`src/hw/tsa_pkg.sv`:
```
package tsa_pkg;

    // Register addresses carried in the command byte.
    localparam logic [2:0] REG_STATUS = 3'h0;
    localparam logic [2:0] REG_CONFIG = 3'h1;
    localparam logic [2:0] REG_TEMP   = 3'h2;
    localparam logic [2:0] REG_IDENT  = 3'h3;
    localparam logic [2:0] REG_CRIT   = 3'h4;
    localparam logic [2:0] REG_HYST   = 3'h5;
    localparam logic [2:0] REG_UPPER  = 3'h6;
    localparam logic [2:0] REG_LOWER  = 3'h7;

    // Power-on values.
    localparam logic [7:0]  CONFIG_RESET = 8'h00;
    localparam logic [15:0] CRIT_RESET   = 16'h4980;
    localparam logic [7:0]  HYST_RESET   = 8'h05;
    localparam logic [15:0] UPPER_RESET  = 16'h2000;
    localparam logic [15:0] LOWER_RESET  = 16'h0500;
    localparam logic [15:0] TEMP_RESET   = 16'h0000;

    // Command byte layout.
    localparam int          CMD_RW_BIT   = 6;
    localparam int          CMD_ADDR_LSB = 3;
    localparam logic [4:0]  CMD_LAST     = 5'h07;
    localparam logic [4:0]  LAST_BYTE    = 5'h07;
    localparam logic [4:0]  LAST_WORD    = 5'h0f;

    // Serial port reset: run of ones on the data input.
    localparam logic [5:0]  ONES_LAST    = 6'h1f;

    // Configuration fields.
    localparam int          CFG_POL_CRIT  = 2;
    localparam int          CFG_POL_LIMIT = 3;
    localparam int          CFG_MODE      = 4;
    localparam int          CFG_OP_LSB    = 5;
    localparam logic [1:0]  OP_SHUTDOWN   = 2'h1;

    // Hysteresis field and its scaling to the 1/128 degree limit format.
    localparam int          HYST_BITS  = 4;
    localparam int          HYST_SHIFT = 7;

    // Write word queued for the register file: address plus data.
    localparam int          WORD_W     = 19;
    localparam int          FIFO_DEPTH = 8;

    typedef enum logic [1:0] {
        ST_CMD   = 2'b00,
        ST_WDATA = 2'b01,
        ST_RDATA = 2'b10
    } tsa_state_t;

    function automatic logic isWide(input logic [2:0] addr);
        isWide = (addr == REG_TEMP) || (addr == REG_CRIT) ||
                 (addr == REG_UPPER) || (addr == REG_LOWER);
    endfunction

endpackage

```
`src/hw/tsa_temp_sensor_port.sv`:
```
`timescale 1ns/100ps
// What this block does
// - Command bit 6: one reads, zero writes.
// - Command bits 5:3 address one register.
// - Write data, 8 or 16 bits, rising edge.
// - Read data driven from first following falling edge.
// - Select as frame sync, or tied low.
// - Thirty-two ones reset the port to command.
// - That reset also restores every register default.
// - Comparator and interrupt modes; interrupt after power-up.
// - Limit alert on above upper, below lower.
// - Comparator release uses hysteresis on both limits.
// - Comparator mode: shutdown keeps alert state.
// - Interrupt mode: any register read clears alert.
// - Interrupt mode: reassert only on new event.
// - Interrupt mode: shutdown clears the alert.
// - Shift out on falling, sample on rising.
// - Hysteresis is 4-bit degrees, default five.
module tsa_temp_sensor_port #(
    parameter logic [7:0] IDENT_VALUE = 8'h5a  // Arbitrary identification value.
) (
    input  wire logic        core_clk,
    input  wire logic        reset,
    input  wire logic        sclkPin,
    input  wire logic        csPinN,
    input  wire logic        dinPin,
    output logic             doutOut,
    output logic             doutOe,
    input  wire logic [15:0] measuredTemp,
    input  wire logic        tempValid,
    input  wire logic        limitAlertIn,
    output logic             limitAlertOut,
    output logic             limitAlertOe,
    input  wire logic        criticalAlertPinIn,
    output logic             criticalAlertPinOut,
    output logic             criticalAlertPinOe
);
    localparam int W = tsa_pkg::WORD_W;

    logic [2:0]  pinLevel;
    logic [2:0]  pinRise;
    logic [2:0]  pinFall;
    logic        sclkRise;
    logic        sclkFall;
    logic        dinLevel;
    logic        selected;

    tsa_pkg::tsa_state_t stateQ;
    logic [4:0]  bitCntQ;
    logic [15:0] shiftInQ;
    logic [15:0] shiftOutQ;
    logic [2:0]  addrQ;
    logic [5:0]  onesQ;
    logic        portReset;
    logic        readPulse;
    logic [7:0]  cmdByte;
    logic [4:0]  lastBit;

    logic        pendValidQ;
    logic [W-1:0] pendWordQ;
    logic        fifoInReady;
    logic [W-1:0] fifoOutData;
    logic        fifoOutValid;
    logic        fifoOutReady;

    logic [7:0]  configQ;
    logic [15:0] critQ;
    logic [7:0]  hystQ;
    logic [15:0] upperQ;
    logic [15:0] lowerQ;
    logic [15:0] tempQ;
    logic [15:0] readValue;
    logic        regReset;
    logic        shutdown;
    logic        compMode;
    logic [15:0] hystScaled;
    logic [1:0]  alertActive;
    logic [1:0]  alertPol;
    logic [1:0]  condHit;
    logic [1:0]  condClear;
    logic [1:0]  alertOeQ;

    tsa_pin_sync #(
        .WIDTH     (3),
        .RESET_LVL (3'b011)
    ) uPinSync (
        .core_clk (core_clk),
        .reset    (reset),
        .pinIn    ({dinPin, csPinN, sclkPin}),
        .level    (pinLevel),
        .rise     (pinRise),
        .fall     (pinFall)
    );

    assign sclkRise = pinRise[0];
    assign sclkFall = pinFall[0];
    assign selected = ~pinLevel[1];
    assign dinLevel = pinLevel[2];
    assign cmdByte  = {shiftInQ[6:0], dinLevel};
    assign lastBit  = tsa_pkg::isWide(addrQ) ? tsa_pkg::LAST_WORD : tsa_pkg::LAST_BYTE;

    // Ones are counted on every rising clock edge, selected or not, so a
    // lost master can always recover the port.
    always_ff @(posedge core_clk) begin
        if (reset || portReset) begin
            onesQ <= '0;
        end else if (sclkRise) begin
            onesQ <= dinLevel ? onesQ + 1'b1 : '0;
        end
    end

    assign portReset = sclkRise && dinLevel && (onesQ == tsa_pkg::ONES_LAST);
    assign regReset  = reset || portReset;

    // Command and data framing; samples taken on rising edges.
    always_ff @(posedge core_clk) begin
        if (reset || portReset || !selected) begin
            stateQ  <= tsa_pkg::ST_CMD;
            bitCntQ <= '0;
        end else if (sclkRise) begin
            case (stateQ)
                tsa_pkg::ST_CMD: begin
                    if (bitCntQ == tsa_pkg::CMD_LAST) begin
                        bitCntQ <= '0;
                        if (cmdByte[tsa_pkg::CMD_RW_BIT]) begin
                            stateQ <= tsa_pkg::ST_RDATA;
                        end else begin
                            stateQ <= tsa_pkg::ST_WDATA;
                        end
                    end else begin
                        bitCntQ <= bitCntQ + 1'b1;
                    end
                end
                tsa_pkg::ST_WDATA, tsa_pkg::ST_RDATA: begin
                    // Returning to command after the last bit lets a master with
                    // select tied low run back-to-back frames.
                    if (bitCntQ == lastBit) begin
                        bitCntQ <= '0;
                        stateQ  <= tsa_pkg::ST_CMD;
                    end else begin
                        bitCntQ <= bitCntQ + 1'b1;
                    end
                end
                default: begin
                    stateQ  <= tsa_pkg::ST_CMD;
                    bitCntQ <= '0;
                end
            endcase
        end
    end

    always_ff @(posedge core_clk) begin
        if (reset) begin
            shiftInQ <= '0;
        end else if (selected && sclkRise) begin
            shiftInQ <= {shiftInQ[14:0], dinLevel};
        end
    end

    always_ff @(posedge core_clk) begin
        if (reset) begin
            addrQ <= '0;
        end else if (selected && sclkRise && stateQ == tsa_pkg::ST_CMD &&
                     bitCntQ == tsa_pkg::CMD_LAST) begin
            addrQ <= cmdByte[tsa_pkg::CMD_ADDR_LSB +: 3];
        end
    end

    assign readPulse = selected && sclkRise && !portReset &&
                       stateQ == tsa_pkg::ST_CMD && bitCntQ == tsa_pkg::CMD_LAST &&
                       cmdByte[tsa_pkg::CMD_RW_BIT];

    // Read data is latched as the command ends, so a register write
    // draining from the queue cannot tear the word being shifted out.
    always_ff @(posedge core_clk) begin
        if (reset) begin
            shiftOutQ <= '0;
            doutOut   <= 1'b0;
        end else if (readPulse) begin
            shiftOutQ <= readValue;
        end else if (sclkFall && stateQ == tsa_pkg::ST_RDATA) begin
            doutOut   <= shiftOutQ[15];
            shiftOutQ <= {shiftOutQ[14:0], 1'b0};
        end
    end

    always_ff @(posedge core_clk) begin
        if (reset) begin
            doutOe <= 1'b0;
        end else begin
            doutOe <= selected;
        end
    end

    // A completed write word waits here until the queue accepts it.
    always_ff @(posedge core_clk) begin
        if (reset || portReset) begin
            pendValidQ <= 1'b0;
            pendWordQ  <= '0;
        end else if (selected && sclkRise && stateQ == tsa_pkg::ST_WDATA &&
                     bitCntQ == lastBit) begin
            pendValidQ <= 1'b1;
            pendWordQ  <= {addrQ, shiftInQ[14:0], dinLevel};
        end else if (fifoInReady) begin
            pendValidQ <= 1'b0;
        end
    end

    // Register updates are held off while a read is being shifted out.
    assign fifoOutReady = (stateQ != tsa_pkg::ST_RDATA);

    tsa_fifo #(
        .WIDTH (W),
        .DEPTH (tsa_pkg::FIFO_DEPTH)
    ) uWriteQueue (
        .core_clk (core_clk),
        .reset    (reset),
        .flush    (portReset),
        .inData   (pendWordQ),
        .inValid  (pendValidQ),
        .inReady  (fifoInReady),
        .outData  (fifoOutData),
        .outValid (fifoOutValid),
        .outReady (fifoOutReady)
    );

    // Register file. Configuration takes the low byte of its word; hysteresis keeps only bits 3:0.
    always_ff @(posedge core_clk) begin
        if (regReset) begin
            configQ <= tsa_pkg::CONFIG_RESET;
            critQ   <= tsa_pkg::CRIT_RESET;
            hystQ   <= tsa_pkg::HYST_RESET;
            upperQ  <= tsa_pkg::UPPER_RESET;
            lowerQ  <= tsa_pkg::LOWER_RESET;
        end else if (fifoOutValid && fifoOutReady) begin
            case (fifoOutData[W-1 -: 3])
                tsa_pkg::REG_CONFIG: configQ <= fifoOutData[7:0];
                tsa_pkg::REG_CRIT:   critQ   <= fifoOutData[15:0];
                tsa_pkg::REG_HYST:   hystQ   <= {4'h0, fifoOutData[3:0]};
                tsa_pkg::REG_UPPER:  upperQ  <= fifoOutData[15:0];
                tsa_pkg::REG_LOWER:  lowerQ  <= fifoOutData[15:0];
                default:             configQ <= configQ;
            endcase
        end
    end

    always_ff @(posedge core_clk) begin
        if (regReset) begin
            tempQ <= tsa_pkg::TEMP_RESET;
        end else if (tempValid && !shutdown) begin
            tempQ <= measuredTemp;
        end
    end

    // Byte registers are left aligned so the shifter always starts at bit 15.
    always_comb begin
        case (cmdByte[tsa_pkg::CMD_ADDR_LSB +: 3])
            tsa_pkg::REG_STATUS: readValue = {6'h00, alertActive, 8'h00};
            tsa_pkg::REG_CONFIG: readValue = {configQ, 8'h00};
            tsa_pkg::REG_TEMP:   readValue = tempQ;
            tsa_pkg::REG_IDENT:  readValue = {IDENT_VALUE, 8'h00};
            tsa_pkg::REG_CRIT:   readValue = critQ;
            tsa_pkg::REG_HYST:   readValue = {hystQ, 8'h00};
            tsa_pkg::REG_UPPER:  readValue = upperQ;
            tsa_pkg::REG_LOWER:  readValue = lowerQ;
            default:             readValue = 16'h0000;
        endcase
    end

    assign shutdown   = (configQ[tsa_pkg::CFG_OP_LSB +: 2] == tsa_pkg::OP_SHUTDOWN);
    assign compMode   = configQ[tsa_pkg::CFG_MODE];
    assign hystScaled = 16'(hystQ[tsa_pkg::HYST_BITS-1:0]) << tsa_pkg::HYST_SHIFT;
    assign alertPol   = {configQ[tsa_pkg::CFG_POL_CRIT], configQ[tsa_pkg::CFG_POL_LIMIT]};

    // Channel 0 is the limit alert, channel 1 the critical alert.
    assign condHit[0]   = ($signed(measuredTemp) > $signed(upperQ)) ||
                          ($signed(measuredTemp) < $signed(lowerQ));
    assign condClear[0] = ($signed(measuredTemp) < $signed(upperQ - hystScaled)) &&
                          ($signed(measuredTemp) > $signed(lowerQ + hystScaled));
    assign condHit[1]   = $signed(measuredTemp) > $signed(critQ);
    assign condClear[1] = $signed(measuredTemp) < $signed(critQ - hystScaled);

    genvar g;
    generate
        for (g = 0; g < 2; g++) begin : gAlert
            logic compQ;
            logic intQ;
            logic armedQ;
            logic sample;

            assign sample = tempValid && !shutdown;

            // Shutdown stops conversions, so the comparator state simply holds.
            always_ff @(posedge core_clk) begin
                if (regReset) begin
                    compQ <= 1'b0;
                end else if (sample && condHit[g]) begin
                    compQ <= 1'b1;
                end else if (sample && condClear[g]) begin
                    compQ <= 1'b0;
                end
            end

            // A new event needs a return past the hysteresis release point first.
            always_ff @(posedge core_clk) begin
                if (regReset) begin
                    armedQ <= 1'b1;
                end else if (sample && condHit[g] && armedQ) begin
                    armedQ <= 1'b0;
                end else if (sample && condClear[g]) begin
                    armedQ <= 1'b1;
                end
            end

            // A new event wins over a read arriving in the same cycle.
            always_ff @(posedge core_clk) begin
                if (regReset) begin
                    intQ <= 1'b0;
                end else if (sample && condHit[g] && armedQ) begin
                    intQ <= 1'b1;
                end else if (readPulse || shutdown) begin
                    intQ <= 1'b0;
                end
            end

            assign alertActive[g] = compMode ? compQ : intQ;

            // Open drain: low is pulled, high is left to the pull-up.
            always_ff @(posedge core_clk) begin
                if (reset) begin
                    alertOeQ[g] <= 1'b0;
                end else begin
                    alertOeQ[g] <= alertPol[g] ? ~alertActive[g] : alertActive[g];
                end
            end
        end
    endgenerate

    assign limitAlertOut       = 1'b0;
    assign limitAlertOe        = alertOeQ[0];
    assign criticalAlertPinOut = 1'b0;
    assign criticalAlertPinOe  = alertOeQ[1];

endmodule

```
`src/hw/tsa_pin_sync.sv`:
```
`timescale 1ns/100ps
module tsa_pin_sync #(
    parameter int               WIDTH     = 3,
    parameter logic [WIDTH-1:0] RESET_LVL = '0
) (
    input  wire logic             core_clk,
    input  wire logic             reset,
    input  wire logic [WIDTH-1:0] pinIn,
    output logic      [WIDTH-1:0] level,
    output logic      [WIDTH-1:0] rise,
    output logic      [WIDTH-1:0] fall
);
    logic [WIDTH-1:0] s1Q;
    logic [WIDTH-1:0] s2Q;
    logic [WIDTH-1:0] s3Q;

    always_ff @(posedge core_clk) begin
        if (reset) begin
            s1Q <= RESET_LVL;
            s2Q <= RESET_LVL;
            s3Q <= RESET_LVL;
        end else begin
            s1Q <= pinIn;
            s2Q <= s1Q;
            s3Q <= s2Q;
        end
    end

    genvar i;
    generate
        for (i = 0; i < WIDTH; i++) begin : gBit
            // A change only counts once the two later stages agree.
            always_ff @(posedge core_clk) begin
                if (reset) begin
                    level[i] <= RESET_LVL[i];
                end else if (s2Q[i] == s3Q[i]) begin
                    level[i] <= s3Q[i];
                end
            end
            assign rise[i] = s2Q[i] & s3Q[i] & ~level[i];
            assign fall[i] = ~s2Q[i] & ~s3Q[i] & level[i];
        end
    endgenerate
endmodule

```
`src/hw/tsa_fifo.sv`:
```
`timescale 1ns/100ps
module tsa_fifo #(
    parameter int WIDTH = 19,
    parameter int DEPTH = 8
) (
    input  wire logic             core_clk,
    input  wire logic             reset,
    input  wire logic             flush,
    input  wire logic [WIDTH-1:0] inData,
    input  wire logic             inValid,
    output logic                  inReady,
    output logic      [WIDTH-1:0] outData,
    output logic                  outValid,
    input  wire logic             outReady
);
    localparam int AW = $clog2(DEPTH);

    logic [WIDTH-1:0] memQ [DEPTH];
    logic [AW-1:0]    wrPtrQ;
    logic [AW-1:0]    rdPtrQ;
    logic [AW:0]      countQ;
    logic             doPush;
    logic             doPop;

    assign inReady  = (countQ != DEPTH[AW:0]);
    assign outValid = (countQ != '0);
    assign outData  = memQ[rdPtrQ];
    assign doPush   = inValid && inReady;
    assign doPop    = outValid && outReady;

    always_ff @(posedge core_clk) begin
        if (doPush) begin
            memQ[wrPtrQ] <= inData;
        end
    end

    always_ff @(posedge core_clk) begin
        if (reset || flush) begin
            wrPtrQ <= '0;
            rdPtrQ <= '0;
            countQ <= '0;
        end else begin
            if (doPush) begin
                wrPtrQ <= wrPtrQ + 1'b1;
            end
            if (doPop) begin
                rdPtrQ <= rdPtrQ + 1'b1;
            end
            if (doPush && !doPop) begin
                countQ <= countQ + 1'b1;
            end else if (doPop && !doPush) begin
                countQ <= countQ - 1'b1;
            end
        end
    end
endmodule

```
`config.mk`:
```
export PLATFORM = sky130hd
export DESIGN_NAME = tsa_temp_sensor_port
export DESIGN_NICKNAME = d
export VERILOG_FILES = /design/src/hw/tsa_pkg.sv /design/src/hw/tsa_temp_sensor_port.sv /design/src/hw/tsa_pin_sync.sv /design/src/hw/tsa_fifo.sv
export SDC_FILE = /design/constraint.sdc
export NUM_CORES = 1
export LEC_CHECK = 0
export BUFFER_PORTS_ARGS = -buffer_cell sky130_fd_sc_hd__buf_2
export CELL_PAD_IN_SITES_DETAIL_PLACEMENT = 2
export CELL_PAD_IN_SITES_GLOBAL_PLACEMENT = 2
export CORE_MARGIN = 5
export CORE_UTILIZATION = 45
export CTS_BUF_LIST = sky130_fd_sc_hd__clkbuf_16
export DETAILED_ROUTE_END_ITERATION = 7
export GPL_TIMING_DRIVEN = 0
export PLACE_DENSITY_LB_ADDON = 0.1
export RECOVER_POWER = 25
export SYNTH_ARGS = -nofsm -noshare
export SYNTH_HDL_FRONTEND = slang
export SYNTH_SLANG_ARGS = --single-unit
```
`constraint.sdc`:
```
create_clock -name core_clk -period 6.4 [get_ports core_clk]
set_input_delay 1.28 -clock core_clk [delete_from_list [all_inputs] [get_ports core_clk]]
set_output_delay 1.28 -clock core_clk [all_outputs]
set_load 0.03 [all_outputs]
```
==> Word level (Yosys, flattened, before mapping) <==
Memory sizes are Yosys's and may differ from the RTL's. A register that Yosys moved wholly into a read port is not among the register bits.
Cells that the tools add are included.
{ "totals": {"memories": 1, "word_cells": 179, "regBits": 175, "input_bits": 24, "output_inout_bits": 6, "latchBits": 0, "ramBits": 152, "rom_bits": 0} }
{ "memory_table": {"columns": ["memory", "depth", "word_bits", "rd", "rd_ports_with_merged_regs", "wr", "line", "source"], "rows": [
  ["uWriteQueue.memQ", 8, 19, 1, 1, 1, "tsa_fifo.sv:18", "logic [WIDTH-1:0] memQ [DEPTH];"]
]} }
{ "classes": {"div": 0, "n_bitwise": 11, "add_sub_neg": 9, "n_lt_le_gt_ge": 6, "muxes": 35, "n_eq_ne": 29, "shift": 0, "mul": 0, "reduce_logical": 55} }
{ "op_table": {"columns": ["cell", "n"], "rows": [
  ["$pmux W16 S8", 1],
  ["$gt A16 B16 Y1", 3],
  ["$lt A16 B16 Y1", 3],
  ["$eq A3 B3 Y1 const B", 11],
  ["$mux W16", 2],
  ["$sub A16 B11 Y16", 2],
  ["$logic_and A1 B1 Y1", 24],
  ["$mux W1", 19],
  ["$reduce_bool A2 Y1", 9],
  ["$add A16 B11 Y16", 1],
  ["$mux W4", 3],
  ["$reduce_and A2 Y1", 6],
  ["$mux W5", 2],
  ["$pmux W5 S2", 1],
  ["$eq A3 B2 Y1 const B", 3],
  ["$logic_or A1 B1 Y1", 7],
  ["$not A1 Y1", 7],
  ["$add A3 B1 Y3 const B", 2],
  ["$add A6 B1 Y6 const B", 1],
  ["$eq A3 B1 Y1 const B", 2],
  ["$eq A6 B5 Y1 const B", 1],
  ["$mux W2", 3],
  ["$mux W3", 2],
  ["$mux W6", 1],
  ["18 further kinds", 29]
]} }

==> Logic depth before layout (Yosys ltp) <==
Gate-level depths: netlist (run 1).
{ "depth": {"depth_word": 12, "ltp_mapped": 16, "mapped_depth_nobuf": 16} }

==> Modules after synthesis <==
From an unflattened synthesis (run 1), not the netlist that was laid out.
{ "unflattened": {"cells_unflattened": 1453, "hier_area_um2": 15892.7} }
{ "modules_own_cells": {"columns": ["mod", "n_inst", "area_each_um2", "cells_per_inst", "seq_area_each_um2"], "rows": [
  ["tsa_temp_sensor_port", 1, 8943.6, 1113, 3062.9],
  ["tsa_fifo", 1, 6475.0, 294, 4824.6],
  ["tsa_pin_sync", 1, 474.2, 46, 240.2]
]} }

==> Worst setup path before layout (run 1) <==
Ideal clock, no wire load.
{ "synth_timing": {"kind": "register to register", "startpoint": "register hystQ[0]", "endpoint": "register gAlert[0].compQ", "setup_slack_ps": 2908, "setup_ps": 122, "stages_incl_launch_ff": 15, "synth_period_minus_slack_ps": 3492, "required_ps": 6278, "n_path_buf": 0, "arrival_time_ps": 3370, "path_cell_list": "dfxtp_1 ha_1 inv_1 fa_1 a21o_1 a21o_1 nor3_1 xnor2_1 ha_1 a21o_1 a2111oi_0 a221o_1 nand3_1 and3_1 a311o_1"} }
{ "synth_via": {"elab_chain_cells": 5, "word_cells_on_any_way": 7, "classes_between": "add/sub: 2; order compare: 2; reduce/logical: 3"} }
{ "synth_lines": {"columns": ["element", "line", "source"], "rows": [
  ["start, declared", "tsa_temp_sensor_port.sv:68", "logic [7:0] hystQ;"],
  ["start signal, assigned", "tsa_temp_sensor_port.sv:232", "hystQ <= tsa_pkg::HYST_RESET;"],
  ["start signal, assigned", "tsa_temp_sensor_port.sv:239", "tsa_pkg::REG_HYST: hystQ <= {4'h0, fifoOutData[3:0]};"],
  ["$sub A16 B11 Y16 or $add A16 B11 Y16 (tied branches)", "tsa_temp_sensor_port.sv:278, tsa_temp_sensor_port.sv:279", null],
  ["$lt A16 B16 Y1 or $gt A16 B16 Y1 (tied branches)", "tsa_temp_sensor_port.sv:278, tsa_temp_sensor_port.sv:279", null],
  ["$logic_and A1 B1 Y1 (*)", "tsa_temp_sensor_port.sv:278", "assign condClear[0] = ($signed(measuredTemp) < $signed(upperQ - hystScaled)) &&"],
  ["$logic_and A1 B1 Y1 (*)", "tsa_temp_sensor_port.sv:299", "end else if (sample && condClear[g]) begin"],
  ["$reduce_bool A2 Y1 (no source line) (*)", null, null],
  ["end signal, assigned", "tsa_temp_sensor_port.sv:296", "compQ <= 1'b0;"],
  ["end signal, assigned", "tsa_temp_sensor_port.sv:298", "compQ <= 1'b1;"],
  ["end signal, assigned", "tsa_temp_sensor_port.sv:300", "compQ <= 1'b0;"],
  ["end, declared", "tsa_temp_sensor_port.sv:286", "logic compQ;"]
]} }
Mark *: on every way between the ends. The rest lies on a longest branch, timed or not.
A chain may end at the register's enable or synchronous reset.

==> Worst setup path in the final report (run 1) <==
{ "layout_timing": {"startpoint": "register upperQ[7]", "endpoint": "register gAlert[0].compQ"} }
{ "layout_via": {"elab_chain_cells": 5, "word_cells_on_any_way": 9, "classes_between": "add/sub: 1; order compare: 2; mux: 1; reduce/logical: 5"} }
{ "layout_lines": {"columns": ["element", "line", "source"], "rows": [
  ["start, declared", "tsa_temp_sensor_port.sv:69", "logic [15:0] upperQ;"],
  ["start signal, assigned", "tsa_temp_sensor_port.sv:233", "upperQ <= tsa_pkg::UPPER_RESET;"],
  ["start signal, assigned", "tsa_temp_sensor_port.sv:240", "tsa_pkg::REG_UPPER: upperQ <= fifoOutData[15:0];"],
  ["$sub A16 B11 Y16", "tsa_temp_sensor_port.sv:278", null],
  ["$lt A16 B16 Y1", "tsa_temp_sensor_port.sv:278", null],
  ["$logic_and A1 B1 Y1", "tsa_temp_sensor_port.sv:278", null],
  ["$logic_and A1 B1 Y1", "tsa_temp_sensor_port.sv:299", null],
  ["$reduce_bool A2 Y1 (no source line)", null, null]
]} }
Several ways; a longest one is shown, not always the timed one.

==> flow_summary.ini, run 1 <==
[logic_synthesis]
synthDistinctLibCells = 65
synth-edff-count = 152
async_flop_share_pct = 0
netlist_area_sq_um = 15700
ys.warnings.count = 0
ys_ff_latch = 330
ys_seq_area_share_pct = 51.9
synth_flop_cell = dfxtp_1
avgSynthCellArea_sq_um = 11.2
synthCells = 1393

[floorplan]
fp.dieH_um = 196
num_rows = 68
coreArea_sq_um = 34500
die_x_um = 196
start_util_pct = 45.4
ios = 30
die-area_sq_um = 38600

[power]
share_seq_of_total_power_pct = 47.2
p_comb_share_pct = 3.5
p_leak_nw = 6.07
ir_drop_mv = 0.285
powerDensity_nw_per_um2 = 263
p_int_mw = 3.64
swShare_pct = 22.3
clockPowerShare_pct = 49.3
netSwitchingPower_mw = 1.04

[place]
hpwl_um = 39300
dpl-instance-area_sq_um = 16500
numPortBuffers = 25
gp_routability_congestion = 0.837
pre_cts_ws_ps = 2260

[final_layout]
layout_commonest_cell = dfxtp_1
finalInstanceArea_sq_um = 17800
synthToLayoutAreaGrowth_pct = 14.0
final_cell_mix = 178 x dfxtp_1, 152 x edfxtp_1, 125 x nand2_1
final_net_count = 1599
drive_gt1_share_pct = 13.7
antenna_cells = 0

[setup_path]
critPathKind = reg -> reg
critPathBufInv = 2
start_kind = flip-flop
worstPathArrival_ps = 4600
crit_top_cell = a21o_1
path_delay_family = compound AO/OA/AOI/OAI gates
cp_max_fo = 3
end_kind = flip-flop
path_cells = inv_1 -> ha_1 -> inv_1 -> fa_1 -> a21o_1 -> a21o_1 -> nor3_1 -> xnor2_1 -> ha_1 -> a21o_1 -> a2111oi_0 -> a221o_1 -> nand3_1 -> and3_1 -> a311o_1
crit_required_ps = 6840
crit_slowest_cell = a2111oi_0
crit_path_max_incr_delay_ps = 760

[clocking]
cts_setup_buffers = 0
tritoncts = done
ctsResizeCount = 0
root_buffer = clkbuf_16
clock_path_buffers = 3
h-tree-depth = 2
cts_buffers = 36
clock_sinks = 330
cts_hold_buf = 0
clk_pin_slew_ps = 70
clkLatencyLatePin_ps = 560

[timing]
fmax_mhz = 241
finalMaxSlewViolations = 0
hold_viol = 0
fin_hold_ws_ps = 413
period_minus_slack_ps = 4160
worst_pin_slew_ps = 1050
worst_slack_ps = 2240
rsz0062_at_grt = false
finalSetupViolations = 0
clock-skew-final_ps = 24.8
fin_tns_setup_ps = 0
min_period_over_period_pct = 65.0
max_slew_margin_pct = 29.8

[global_routing]
grtUsageMet2_pct = 51.9
grt-busiest-layer = met2
grt-ovfl-total = 0
grt_max_degree = 15
use_met3_pct = 3.33
grt_pass1_vias = 13017
grt_use_total_pct = 28.8
antenna_found_initial = 0
grt_pass1_wl_um = 83600
met1_usage_pct = 35.6

[route]
drt-pass1-iter-count = 5
wl_per_cell_um = 28.3
ant_nets = 0
drc = 0
drtIter0Drc = 705
via_count = 11538
via_per_inst = 5.90
routed_wl_um = 55300

[min_path]
min_path_type = reg -> reg

[status]
status = finished, final reports clean

[job]
maxCapViolCount = 0
## Yosys cell counts, types with 4 or more instances
cell type | number | area share [%]
a211oi_1 | 30 | 1.4
a21o_1 | 23 | 1.1
a21oi_1 | 82 | 2.6
a221oi_1 | 5 | 0.28
a22oi_1 | 17 | 0.82
a31oi_1 | 7 | 0.28
and2_1 | 15 | 0.60
and3_1 | 8 | 0.32
and4_1 | 4 | 0.22
buf_1 | 10 | 0.24
buf_2 | 20 | 0.64
buf_4 | 5 | 0.24
clkbuf_1 | 38 | 0.91
dfxtp_1 | 178 | 23
edfxtp_1 | 152 | 29
fa_1 | 4 | 0.51
ha_1 | 100 | 8.0
inv_1 | 71 | 1.7
mux2_2 | 21 | 1.5
mux2i_1 | 74 | 4.7
mux4_2 | 41 | 5.9
nand2_1 | 125 | 3.0
nand2b_1 | 10 | 0.40
nand3_1 | 43 | 1.4
nand4_1 | 10 | 0.40
nor2_1 | 112 | 2.7
nor2b_1 | 13 | 0.52
nor3_1 | 28 | 0.90
nor4_1 | 4 | 0.16
o211ai_1 | 6 | 0.29
o21ai_0 | 42 | 1.3
o21ai_1 | 11 | 0.35
or2_2 | 6 | 0.24
or3_1 | 4 | 0.16
xnor2_1 | 25 | 1.4
xor2_1 | 5 | 0.28
## registers in the layout, indices dropped and copies added, names as in the netlist, 3 cells and up, named ones only
signal              count
uWriteQueue.countQ      4
uPinSync.s1Q            3
upperQ                 16
uPinSync.s2Q            3
tempQ                  16
uWriteQueue.memQ      152
onesQ                   6
uPinSync.s3Q            3
hystQ                   4
configQ                 8
uWriteQueue.wrPtrQ      3
critQ                  16
uPinSync.level          3
bitCntQ                 5
shiftOutQ              16
shiftInQ               15
lowerQ                 16
addrQ                   3
uWriteQueue.rdPtrQ      3
pendWordQ              19
## power groups by stage
stage | clock network, mW | logic [mW] | registers, mW
final | 2.31 | 0.165 | 2.21
after global routing | 2.44 | 0.182 | 2.21
after CTS | 2.34 | 0.166 | 2.21
after floorplan | 0 | 0.0919 | 2.25
after global placement | 0 | 0.155 | 2.25
after detailed placement | 0 | 0.163 | 2.25
## layer usage
layer	routed length, um	vias to the layer above	share of wire, %
li1	-	5219	-
met2	28300	305	51
met1	22800	5903	41
met4	2060	0	3.7
met5	0	-	0
met3	2160	111	3.9
## area by class of cell
class,count,area (sq um)
Fill cell,3417,16600
Sequential cell,330,8130
Multi-Input combinational cell,917,6950
Clock buffer,37,926
Tap cell,455,569
Clock inverter,29,369
Buffer,75,340
Timing Repair Buffer,39,287
Inverter,72,270
## per-stage QoR
| stage | util, % | cells | power [mW] |
|---|---|---|---|
| 3_5_place_dp | 48.0 | 1888 | 2.42 |
| 2_1_floorplan | - | 1394 | 2.34 |
| 5_1_grt | 51.8 | 1954 | 4.83 |
| 6_report | 51.8 | 1954 | 4.68 |
| 3_3_place_gp | 47.4 | 1874 | 2.41 |
| 4_1_cts | 51.8 | 1954 | 4.71 |
## worst paths after layout
kind	startpoint	end	slack [ps]	cells past startpoint
worst max-delay path	upperQ[7]	gAlert[0].compQ	2240	15
worst min-delay path	uPinSync.s1Q[0]	uPinSync.s2Q[0]	410	1
worst max register to register	upperQ[7]	gAlert[0].compQ	2240	15
worst min register to register	uPinSync.s1Q[0]	uPinSync.s2Q[0]	410	1
## logic make-up after synthesis
| group | after synthesis | share of synthesized area (%) |
|---|---|---|
| AO/OA/AOI/OAI | 247 | 9.87 |
| XOR/XNOR | 30 | 1.68 |
| adder cells (fa/ha/maj) | 105 | 8.57 |
| buffers and inverters | 147 | 3.90 |
| flip-flops | 330 | 51.9 |
| multiplexers | 137 | 12.3 |
| other | 1 | 0.0240 |
| AND/OR/NAND/NOR | 396 | 11.7 |
Power figures use the tool's default switching activity.
==> run 2: changes to the inputs <==
- CORE_UTILIZATION: 45 -> 39
- clock period: 6.4 -> 3.6 ns (I/O delays scaled with it)
==> run 2 against run 1 <==
  * Clock-buffer cell count increased by 2
  * Critical path depth increased by 1
  * Largest cell class unchanged
  * Setup slack got worse by 2200 ps
  * Largest power group is now sequential cells
  * Global-route usage decreased by 5.9 points
==> flow_summary.ini, run 2 (synthesis gave the netlist of run 1 again) <==
[floorplan]
die-area_sq_um = 44200
start_util_pct = 39.4
coreArea_sq_um = 39700
die_x_um = 210
ios = 30
num_rows = 73
fp.dieH_um = 210

[setup_path]
r2r-start = hystQ[1]
crit_slowest_cell = fa_1
end_kind = flip-flop
path_delay_family = simple AND/OR/NAND/NOR gates
path_cells = clkinvlp_4 -> buf_4 -> fa_1 -> nor2b_1 -> o21ai_0 -> nand2b_1 -> nand3_1 -> xnor2_1 -> ha_1 -> nand4_1 -> nor3_2 -> a21oi_1 -> o21ai_0 -> mux2i_2 -> buf_4 -> a311o_1
critPathKind = reg -> reg
rr_endpoint = gAlert[0].compQ
cp_max_fo = 6
crit_required_ps = 4040
ff2ff_path_depth = 16
critPathBufInv = 3
crit_path_max_incr_delay_ps = 460
start_kind = flip-flop
worstPathArrival_ps = 4000
reg2reg_setup_slack_ps = 40

[global_routing]
grt_pass1_wl_um = 76700
grt_pass1_vias = 12190
grt_max_degree = 20
grt_use_total_pct = 22.9
grt-ovfl-total = 0
antenna_found_initial = 0

[timing]
period_minus_slack_ps = 3560
finalSetupViolations = 0
finalMaxSlewViolations = 0
clock-skew-final_ps = 27.0
fmax_mhz = 281
max_slew_margin_pct = 36.1
worst_slack_ps = 38.8
min_period_over_period_pct = 98.9
worst_pin_slew_ps = 959
hold_viol = 0
rsz0062_at_grt = true

[place]
pre_cts_ws_ps = -636
numPortBuffers = 25
hpwl_um = 38400
gp_routability_congestion = 0.832

[route]
ant_nets = 0
wl_per_cell_um = 24.9
via_count = 11179
routed_wl_um = 50800
drt-pass1-iter-count = 4
drc = 0
drtIter0Drc = 485
via_per_inst = 5.49

[clocking]
cts_buffers = 39
cts_hold_buf = 0
tritoncts = done
clock_path_buffers = 3
clock_sinks = 330
clkLatencyLatePin_ps = 550
clk_pin_slew_ps = 60
root_buffer = clkbuf_16
h-tree-depth = 2

[final_layout]
antenna_cells = 0
reg.largest.list = uWriteQueue.memQ (152), pendWordQ (19)
final_cell_mix = 174 x dfxtp_1, 152 x edfxtp_1, 125 x nand2_1
layout_commonest_cell = dfxtp_1
largest_reg_flops = 152
synthToLayoutAreaGrowth_pct = 14.8
final_net_count = 1611
drive_gt1_share_pct = 14.7
regMostFlops = uWriteQueue.memQ
final_util_pct = 45.2

[min_path]
worstHoldStart = sclkPin
whs_path_depth = 2
min_to = uPinSync.s1Q[0]
min_path_type = in -> reg

[power]
p_leak_nw = 6.08
ir_drop_mv = 0.452
finalPower_mw = 7.93
powerDensity_nw_per_um2 = 441

[job]
maxCapViolCount = 0

[status]
status = finished, final reports clean
[run 2: cell types whose count changed in the layout (fill, tap and decap cells not counted), moves of 3 or more]
cell,change
buf_4,+9
bufinv_16,-6
clkinv_2,-6
dfxtp_1,-4
dfxtp_2,+3
inv_1,+7
[run 2: worst max path at each step]
stage | from | endpoint | slack, ps | cells after the start
after floorplan | hystQ[0] | gAlert[0].compQ | 110 | 14
after global placement | uWriteQueue.countQ[0] | uWriteQueue.memQ[0][4] | -1580 | 4
after detailed placement | upperQ[7] | gAlert[0].compQ | -640 | 16
after CTS | hystQ[1] | gAlert[0].compQ | 7 | 14
after global routing | hystQ[1] | gAlert[0].compQ | -130 | 16
final | hystQ[1] | gAlert[0].compQ | 40 | 16
[run 2: layout make-up]
type	instances	area (sq um)
Clock inverter	31	209
Fill cell	4051	21800
Inverter	72	277
Buffer	75	340
Tap cell	525	657
Timing Repair Buffer	48	354
Multi-Input combinational cell	917	7020
Clock buffer	39	976
Sequential cell	330	8140
[run 2: routing by layer]
layer  part of all wire, %  wire, um  global-route usage (%)
met5                     0         0                       0
met4                   3.4      1750                    8.01
met3                   2.9      1500                    3.11
met2                    50     25200                    39.6
met1                    44     22400                    29.7
[run 2: through the flow]
| stage | cell area (sq um) | hold WS, ps | setup TNS (ps) | std cells |
|---|---|---|---|---|
| 2_1_floorplan | 15700 | 389 | 0 | 1394 |
| 3_3_place_gp | 16400 | 396 | -75160 | 1944 |
| 3_5_place_dp | 16600 | 399 | -1150 | 1957 |
| 4_1_cts | 17900 | 341 | 0 | 2029 |
| 5_1_grt | 18000 | 350 | -187 | 2037 |
| 6_report | 18000 | 364 | 0 | 2037 |
[run 2: power by group]
group / switching (mW) / leakage [nW] / internal [mW]
registers: 0.0168 / 2.49 / 3.91
logic: 0.196 / 2.97 / 0.0984
clock network: 1.59 / 0.622 / 2.12
[run 2: timing repair]
action	CTS	global route
pin swaps	1	11
cloned	0	0
gates resized for setup	9	12
endpoints found under the setup margin	2	3
setup buffers	2	8
hold endpoints to repair	0	0
